$ cat src/rgbog_pkg.sv
package rgbog_pkg;
  // printed offsets are register indices; byte address is four times
  localparam logic [5:0] RGBOG_IDX_RED_OFS = 6'h20;
  localparam logic [5:0] RGBOG_IDX_GRN_OFS = 6'h21;
  localparam logic [5:0] RGBOG_IDX_BLU_OFS = 6'h22;
  localparam logic [5:0] RGBOG_IDX_ALL_OFS = 6'h23;
  localparam logic [5:0] RGBOG_IDX_RED_GLO = 6'h24;
  localparam logic [5:0] RGBOG_IDX_GRN_GLO = 6'h25;
  localparam logic [5:0] RGBOG_IDX_BLU_GLO = 6'h26;
  localparam logic [5:0] RGBOG_IDX_ALL_GLO = 6'h27;
  localparam logic [5:0] RGBOG_IDX_RED_GHI = 6'h28;
  localparam logic [5:0] RGBOG_IDX_GRN_GHI = 6'h29;
  localparam logic [5:0] RGBOG_IDX_BLU_GHI = 6'h2A;
  localparam logic [5:0] RGBOG_IDX_ALL_GHI = 6'h2B;
  // byte address bits kept by the slave
  localparam int RGBOG_ADDR_W = 8;
  localparam int RGBOG_IDX_LSB = 2;
  // reset values
  localparam logic [7:0] RGBOG_OFS_RESET = 8'h80;
  localparam logic RGBOG_GLO_RESET = 1'b0;
  localparam logic [7:0] RGBOG_GHI_RESET = 8'h0C;
  // field positions, widths and channel numbering
  localparam int RGBOG_GLO_BIT = 0;
  localparam int RGBOG_GAIN_W = 9;
  localparam int RGBOG_CH_N = 3;
  typedef enum logic [1:0] {
    RGBOG_CH_RED = 2'h0,
    RGBOG_CH_GRN = 2'h1,
    RGBOG_CH_BLU = 2'h2
  } rgbog_ch_t;
endpackage : rgbog_pkg

$ cat src/rgbog_decode.sv
// maps a register index to a channel selector and register kind
module rgbog_decode
  import rgbog_pkg::*;
(
  // index
  input wire logic [5:0] i_idx,
  // decoded
  output logic o_ofs,
  output logic o_glo,
  output logic o_ghi,
  output logic o_all,
  output logic o_hit,
  output logic [1:0] o_ch
);
  // index 0x20..0x2B: bits 3:2 kind, bits 1:0 channel or broadcast
  always_comb begin
    o_hit = (i_idx >= RGBOG_IDX_RED_OFS) && (i_idx <= RGBOG_IDX_ALL_GHI);
    o_ofs = o_hit && (i_idx[3:2] == 2'h0);
    o_glo = o_hit && (i_idx[3:2] == 2'h1);
    o_ghi = o_hit && (i_idx[3:2] == 2'h2);
    o_all = o_hit && (i_idx[1:0] == 2'h3);
    o_ch = i_idx[1:0];
  end
endmodule : rgbog_decode

$ cat src/rgbog_regs.sv
// Operation
// - red offset code at 0x20, eight bits, resets to 0x80.
// - green offset code at 0x21, eight bits, resets to 0x80.
// - blue offset code at 0x22, eight bits, resets to 0x80.
// - writing 0x23 loads all three offset codes; nothing stored there.
// - bit 0 at 0x24 is red gain low bit, resets to zero.
// - bit 0 at 0x25 is green gain low bit, resets to zero.
// - bit 0 at 0x26 is blue gain low bit, resets to zero.
// - writing 0x27 loads bit 0 into all three gain low bits.
// - 0x28 holds red gain bits 8..1, resets to 0x0C.
// - 0x29 holds green gain bits 8..1, resets to 0x0C.
// - 0x2A holds blue gain bits 8..1, resets to 0x0C.
// - writing 0x2B loads all three gain high-bits registers.
// - full gain code is high bits above low bit, nine bits.
module rgbog_regs
  import rgbog_pkg::*;
#(
  parameter int ADDR_W = RGBOG_ADDR_W
) (
  // clock and reset
  input wire logic i_clk,
  input wire logic i_reset,
  // apb slave
  input wire logic i_psel,
  input wire logic i_penable,
  input wire logic i_pwrite,
  input wire logic [ADDR_W-1:0] i_paddr,
  input wire logic [31:0] i_pwdata,
  input wire logic [3:0] i_pstrb,
  output logic [31:0] o_prdata,
  output logic o_pready,
  output logic o_pslverr,
  // channel codes to the analogue side
  output logic [7:0] o_red_offset_code,
  output logic [7:0] o_green_offset_code,
  output logic [7:0] o_blue_offset_code,
  output logic [8:0] o_red_gain_code,
  output logic [8:0] o_green_gain_code,
  output logic [8:0] o_blue_gain_code
);

  // elaboration check: index must fit in the address
  if (ADDR_W < 8) begin : g_bad_addr
    $error("address too narrow for register indices");
  end

  typedef struct packed {
    logic [RGBOG_CH_N-1:0][7:0] ofs;
    logic [RGBOG_CH_N-1:0] glo;
    logic [RGBOG_CH_N-1:0][7:0] ghi;
    logic [31:0] prdata;
    logic pready;
    logic pslverr;
  } rgbog_state_t;

  rgbog_state_t st_reg;
  rgbog_state_t st_next;

  logic [5:0] idx;
  logic dec_ofs;
  logic dec_glo;
  logic dec_ghi;
  logic dec_all;
  logic dec_hit;
  logic [1:0] dec_ch;
  logic aligned;
  logic in_range;
  logic setup;
  logic wr_go;

  // word index from the byte address
  assign idx = i_paddr[RGBOG_IDX_LSB+5:RGBOG_IDX_LSB];
  assign aligned = (i_paddr[1:0] == 2'h0);
  assign in_range = (ADDR_W == 8) ? 1'b1
                  : (i_paddr >> (RGBOG_IDX_LSB + 6)) == '0;

  rgbog_decode u_decode (
    .i_idx(idx),
    .o_ofs(dec_ofs),
    .o_glo(dec_glo),
    .o_ghi(dec_ghi),
    .o_all(dec_all),
    .o_hit(dec_hit),
    .o_ch(dec_ch)
  );

  // zero-wait-state slave: setup registers read data and error, answer in access phase
  assign setup = i_psel && !i_penable;
  assign wr_go = i_psel && i_penable && st_reg.pready && i_pwrite
                 && aligned && in_range && dec_hit && i_pstrb[0];

  // read value for a single channel register
  function automatic logic [31:0] rd_word(input rgbog_state_t s,
                                          input logic ofs,
                                          input logic glo,
                                          input logic [1:0] ch);
    logic [31:0] w;
    w = 32'h0000_0000;
    if (ofs) begin
      w[7:0] = s.ofs[ch];
    end else if (glo) begin
      w[RGBOG_GLO_BIT] = s.glo[ch];
    end else begin
      w[7:0] = s.ghi[ch];
    end
    return w;
  endfunction : rd_word

  // next state: bus answer and register writes
  always_comb begin
    st_next = st_reg;
    st_next.pready = 1'b0;
    st_next.pslverr = 1'b0; // error flag lives only with its ready pulse
    if (setup) begin
      st_next.pready = 1'b1;
      st_next.pslverr = !(aligned && in_range && dec_hit);
      st_next.prdata = 32'h0000_0000;
      if (!i_pwrite && aligned && in_range && dec_hit && !dec_all) begin
        st_next.prdata = rd_word(st_reg, dec_ofs, dec_glo, dec_ch);
      end
    end else if (i_psel && i_penable && st_reg.pready) begin
      st_next.pready = 1'b0;
    end
    if (wr_go) begin
      if (dec_ofs) begin
        if (dec_all) begin
          st_next.ofs = {RGBOG_CH_N{i_pwdata[7:0]}};
        end else begin
          st_next.ofs[dec_ch] = i_pwdata[7:0];
        end
      end else if (dec_glo) begin
        if (dec_all) begin
          st_next.glo = {RGBOG_CH_N{i_pwdata[RGBOG_GLO_BIT]}};
        end else begin
          st_next.glo[dec_ch] = i_pwdata[RGBOG_GLO_BIT];
        end
      end else begin
        if (dec_all) begin
          st_next.ghi = {RGBOG_CH_N{i_pwdata[7:0]}};
        end else begin
          st_next.ghi[dec_ch] = i_pwdata[7:0];
        end
      end
    end
  end

  // state register with synchronous reset
  always_ff @(posedge i_clk) begin
    if (i_reset) begin
      st_reg.ofs <= {RGBOG_CH_N{RGBOG_OFS_RESET}};
      st_reg.glo <= {RGBOG_CH_N{RGBOG_GLO_RESET}};
      st_reg.ghi <= {RGBOG_CH_N{RGBOG_GHI_RESET}};
      st_reg.prdata <= 32'h0000_0000;
      st_reg.pready <= 1'b0;
      st_reg.pslverr <= 1'b0;
    end else begin
      st_reg <= st_next;
    end
  end

  // outputs straight from the state flops
  assign o_prdata = st_reg.prdata;
  assign o_pready = st_reg.pready;
  assign o_pslverr = st_reg.pslverr;
  assign o_red_offset_code = st_reg.ofs[RGBOG_CH_RED];
  assign o_green_offset_code = st_reg.ofs[RGBOG_CH_GRN];
  assign o_blue_offset_code = st_reg.ofs[RGBOG_CH_BLU];
  // full gain code: high bits above the low bit
  assign o_red_gain_code = {st_reg.ghi[RGBOG_CH_RED],
                            st_reg.glo[RGBOG_CH_RED]};
  assign o_green_gain_code = {st_reg.ghi[RGBOG_CH_GRN],
                              st_reg.glo[RGBOG_CH_GRN]};
  assign o_blue_gain_code = {st_reg.ghi[RGBOG_CH_BLU],
                             st_reg.glo[RGBOG_CH_BLU]};

endmodule : rgbog_regs

$ cat config.mk
export PLATFORM = sky130hd
export DESIGN_NAME = rgbog_regs
export DESIGN_NICKNAME = d
export VERILOG_FILES = /design/src/rgbog_pkg.sv /design/src/rgbog_decode.sv /design/src/rgbog_regs.sv
export SDC_FILE = /design/constraint.sdc
export NUM_CORES = 1
export LEC_CHECK = 0
export BUFFER_PORTS_ARGS = -buffer_cell sky130_fd_sc_hd__clkbuf_2
export CORE_AREA = 2 2 117 91
export CTS_BUF_LIST = sky130_fd_sc_hd__clkbuf_4
export CTS_CLUSTER_SIZE = 24
export DETAILED_ROUTE_END_ITERATION = 8
export DIE_AREA = 0 0 119 93
export PLACE_DENSITY = 0.59
export SETUP_SLACK_MARGIN = 0.02
export SLEW_MARGIN = 20
export SYNTH_ARGS = -nofsm -noshare
export SYNTH_HDL_FRONTEND = slang
export SYNTH_SLANG_ARGS = --single-unit
$ cat constraint.sdc
create_clock -name i_clk -period 1.6 [get_ports i_clk]
set_input_delay 0.16 -clock i_clk [delete_from_list [all_inputs] [get_ports i_clk]]
set_output_delay 0.16 -clock i_clk [all_outputs]
set_load 0.02 [all_outputs]
; Yosys cells after proc, flatten, opt, wreduce, memory -nomap -nowiden
; Cells that the tools add are included.
[totals]
regBits = 85
out_inout_bits = 85
inputBits = 49
wordCells = 66
[op_classes]
n_eq_ne = 2
order_cmp = 4
reduce_logical = 26
n_bitwise = 3
n_mux = 21
[ops]
columns = operator, n
row1 = $bwmux W24, 2
row2 = $mux W24, 2
row3 = $mux W8, 5
row4 = $bmux W8 S2, 2
row5 = $demux W8 S2, 1
row6 = $logic_and A1 B1 Y1, 16
row7 = $mux W7, 1
row8 = $ge A6 B6 Y1 const B, 1
row9 = $le A6 B6 Y1 const B, 1
row10 = $reduce_and A3 Y1, 2
row11 = $logic_not A1 Y1, 4
row12 = $logic_not A2 Y1, 2
row13 = $mux W1, 4
row14 = $bwmux W3, 1
row15 = $lt A2 B3 Y1 const B, 1
row16 = $mux W3, 1
row17 = $not A1 Y1, 3
row18 = $bmux W1 S2, 1
row19 = $demux W1 S2, 1
row20 = $eq A2 B1 Y1 const B, 1
row21 = $eq A2 B2 Y1 const B, 1
row22 = $ge A2 B1 Y1 const B, 1
row23 = $reduce_and A2 Y1, 1
row24 = $reduce_or A2 Y1, 1

; Depth between registers and ports, before layout
[logic_depth]
ltp_word = 7
mapped_depth = 7
ltp_nobuf = 5

; By module
; From an unflattened synthesis, not the netlist that was laid out.
[unflattened]
hier_cells = 312
area_unflattened_um2 = 3079.2
[by_module_without_submodules]
columns = module, seq_area_each_um2, n_inst, area_each_um2, cells_each
row1 = rgbog_regs, 1221.2, 1, 2999.1, 303
row2 = rgbog_decode, 0.0, 1, 80.1, 9

; Worst setup path after synthesis
; OpenSTA, ideal clock, no wires.
[synth_timing]
path_type = reg-to-reg
start = register st_reg, in the netlist o_pready
end = register st_reg, in the netlist o_red_gain_code[3]
path_slack_ns = -0.146
setup_time_ns = 0.120
t_arrival_ns = 1.626
path_stages_with_launch = 5
path_buffers = 0
synth_period_minus_slack_ns = 1.746
cell_sequence = dfxtp_1 > nand3_1 > nor4_4 > nand2_4 > a211o_1
[synth_via]
elab_chain_len = 6
[synth_lines]
columns = element, line_no
row1 = start: declaration, rgbog_regs.sv:56  ; rgbog_state_t st_reg;
row2 = start signal: assignment, rgbog_regs.sv:157  ; st_reg <= st_next;
row3 = $logic_and A1 B1 Y1, -
row4 = $logic_and A1 B1 Y1, rgbog_regs.sv:89  ; assign wr_go = i_psel && i_penable && st_reg.pready && i_pwrite
row5 = $logic_and A1 B1 Y1 (3 in series), rgbog_regs.sv:90  ; && aligned && in_range && dec_hit && i_pstrb[0];
row6 = $reduce_and A3 Y1 (no line), -
; Every way passes these cells.
; A chain may end at the register's enable or synchronous reset.

; Worst setup path after layout
[layout_timing]
start = register st_reg, in the netlist o_pready
end = register st_reg, in the netlist o_blue_gain_code[3]
; Same word-level chain as after synthesis.

==> results.py <==
metrics = {
    "outcome": {
        "status": "complete, no violations",
    },
    "critical_path": {
        "cp-end-kind": "flip-flop",
        "path_max_fanout": 9,
        "ff2ff_setup_slack_ns": 0.08,
        "path_cells": "nand3_4, nor4_4, buf_12, nand2_4, a211o_1",
        "max_stage_delay_ns": 0.37,
        "critPathKind": "reg -> reg",
        "critical_path_required_ns": 1.89,
        "r2r_start": "o_pready$_SDFF_PP0_",
        "r2r_end": "o_blue_gain_code[3]$_SDFFE_PP1P_",
        "endpoint": "o_blue_gain_code[3]$_SDFFE_PP1P_",
        "startpoint_type": "flip-flop",
        "r2r_cells": 5,
        "slowest_stage": "dfxtp_4",
        "cp.arrival_ns": 1.81,
        "startpoint": "o_pready$_SDFF_PP0_",
    },
    "logic_synthesis": {
        "synth_top_area_share": 0.418,
        "ys_top_cells_by_count": "dfxtp_1 (61), nand2_1 (49), mux2i_1 (42), nor2_1 (28), buf_4 (25)",
        "ys_warn_count": 0,
        "ys_seq_elements": 61,
        "synth_area_per_cell_um2": 8.74,
        "synth_area_um2": 2920,
        "ys_seq_area_frac": 0.418,
        "synth_edf_count": 0,
        "synth-main-ff-cell": "dfxtp_1",
        "synth_cell_type_count": 36,
        "synth_most_common_cell": "dfxtp_1",
        "syn_inst": 334,
        "yosysTopAreaCell": "dfxtp_1",
        "async_reset_ff_frac": 0,
        "ys_top_cells_by_area": "dfxtp_1 (42%), mux2i_1 (14%), buf_4 (6.4%)",
    },
    "flow_run": {
        "drv_cap": 0,
    },
    "routing": {
        "ant_nets": 0,
        "drt-pass1-iter-count": 4,
        "drt_iter0_drc": 161,
        "drc_errors": 0,
        "wl_per_cell_um": 15.3,
        "vias": 2599,
        "routed_via_density": 4.59,
        "wirelength_um": 8650,
    },
    "clocking": {
        "cts-hold-fix-buffers": 3,
        "htree_levels": 3,
        "cts_tree": "done",
        "insertion_delay_ns": 0.41,
        "cts_buffer_depth": 2,
        "cts_sinks": 61,
        "cts_buffers": 9,
        "clkTransAtPathRegs_ns": 0.11,
        "cts_resized": 0,
        "clockRootBuffer": "clkbuf_4",
        "cts_setup_buffers": 0,
    },
    "global_route": {
        "overflow": 0,
        "grt.total_usage": 0.157,
        "grt_max_degree": 53,
        "antenna_found_initial": 0,
        "grt_pass1_wl_um": 13100,
        "grt_pass1_vias": 2435,
    },
    "placement": {
        "io_buffers": 82,
        "post-place-cells": 547,
        "place_area_um2": 3500,
        "place.gp.congestion": 0.750,
        "dp_hpwl_um": 6360,
    },
    "floorplanning": {
        "fp-row-count": 32,
        "io_pins": 134,
        "start_util": 0.293,
        "dieHeight_um": 93,
        "core-area_um2": 9970,
        "chipWidth_um": 119,
        "dieArea_um2": 11100,
    },
    "timing": {
        "period_minus_slack_ns": 1.52,
        "rsz0062_at_grt": "false",
        "finalCritPeriodShare": 0.947,
        "worst_clock_skew_ns": 0.0144,
        "final_hold_viol_count": 0,
        "clock.fmax_ghz": 0.660,
        "finalMaxSlewViolations": 0,
        "finalSetupViolations": 0,
    },
    "cells_and_area": {
        "nFillCells": 1050,
        "multi_input_area_um2": 1530,
        "num_antenna_cells": 0,
        "final_area_um2": 3690,
        "syn_to_final_growth_pct": 26.3,
        "drive_above_1_share": 0.284,
        "regArea_um2": 1220,
        "final_cells": 566,
        "nNetsFinal": 474,
    },
    "pwr": {
        "p_leak_nw": 1.76,
        "ir_drop_uv": 375,
        "powerDensity_nw_per_um2": 809,
    },
    "min_path": {
        "hold_class": "in -> reg",
    },
}
-- kinds of logic (layout without fill, tap and decap cells) --
kind of cell | count (synthesis) | count (layout) | share of synthesized area
AOI/OAI and AO/OA | 61 | 61 | 0.129
xor gates and xnor gates | 1 | 1 | 0.00300
buffers and inverters | 44 | 117 | 0.0909
DFF | 61 | 61 | 0.418
muxes | 42 | 42 | 0.144
other | 1 | 24 | 0.00128
and+or+nand+nor | 124 | 124 | 0.213
-- cell usage in the layout, fill, tap and decap left out, types with 11 or more instances in the layout --
cell	netlist	routed
clkbuf_2	0	82
dfxtp_1	61	60
nand2_1	49	49
mux2i_1	42	42
nor2_1	28	28
conb_1	1	24
o21ai_0	20	20
nand3_1	20	19
a21oi_1	19	19
buf_4	25	11
-- registers in the layout (all words and copies together), names as in the netlist --
name and cells:
o_pready 1, o_green_gain_code 9, o_pslverr 1, o_red_gain_code 9
o_blue_offset_code 8, o_green_offset_code 8, o_blue_gain_code 9, o_prdata 8
o_red_offset_code 8
-- how the worst min path moves through the flow --
stage	startpoint	endpoint	slack (ns)	cells past startpoint
floorplan	i_paddr[7]	o_pslverr$_SDFF_PP0_	0.27	1
global placement	i_paddr[7]	o_pslverr$_SDFF_PP0_	0.41	2
detailed placement	i_paddr[7]	o_pslverr$_SDFF_PP0_	0.42	2
CTS	i_psel	o_pready$_SDFF_PP0_	0.03	3
global route	i_pwdata[3]	o_blue_offset_code[3]$_SDFFE_PP0P_	0.08	3
finish	i_psel	o_pready$_SDFF_PP0_	0.06	3
-- worst max-delay path, delay by kind of cell, from the launching register on --
family | cells | cell delay, ns
DFF | 1 | 0.37
buffers and inverters | 1 | 0.18
AOI/OAI and AO/OA | 1 | 0.32
and+or+nand+nor | 3 | 0.53
-- power breakdown --
group | total [W] | internal [W] | switching [W]
clock network | 0.00119 | 0.000636 | 0.000557
registers | 0.00152 | 0.00152 | 0.00000140
logic | 0.000270 | 0.0000806 | 0.000190
total | 0.00298 | 0.00224 | 0.000748
-- final cells by class --
class,count,share of cell area
inverter,1,0.00102
multi-input combinational,252,0.415
clock buffer,10,0.0204
sequential,61,0.332
timing repair buffer,100,0.164
clock inverter,6,0.0210
tap,136,0.0462
-- metal layers --
metal | wire length (um) | track usage | share of wire | vias to the layer above
li1 | - | - | - | 1303
met1 | 4250 | 0.223 | 0.49 | 1176
met2 | 3550 | 0.219 | 0.41 | 112
met3 | 772 | 0.0610 | 0.089 | 8
met4 | 77 | 0.0417 | 0.0089 | 0
met5 | 0 | 0 | 0 | -
-- stage by stage --
stage,utilization,hold slack (ns),TNS [ns],power [W],setup slack (ns)
final,0.370,0.0589,0,0.00298,0.0848
after global routing,0.370,0.0801,0,0.00311,0.0271
after CTS,0.370,0.0334,0,0.00302,0.0756
after detailed placement,0.351,0.420,-0.207,0.00182,-0.0660
after global placement,0.351,0.412,-0.0421,0.00181,-0.0165
after floorplan,-,0.270,0,0.00176,0.00310
Power figures use the tool's default switching activity.
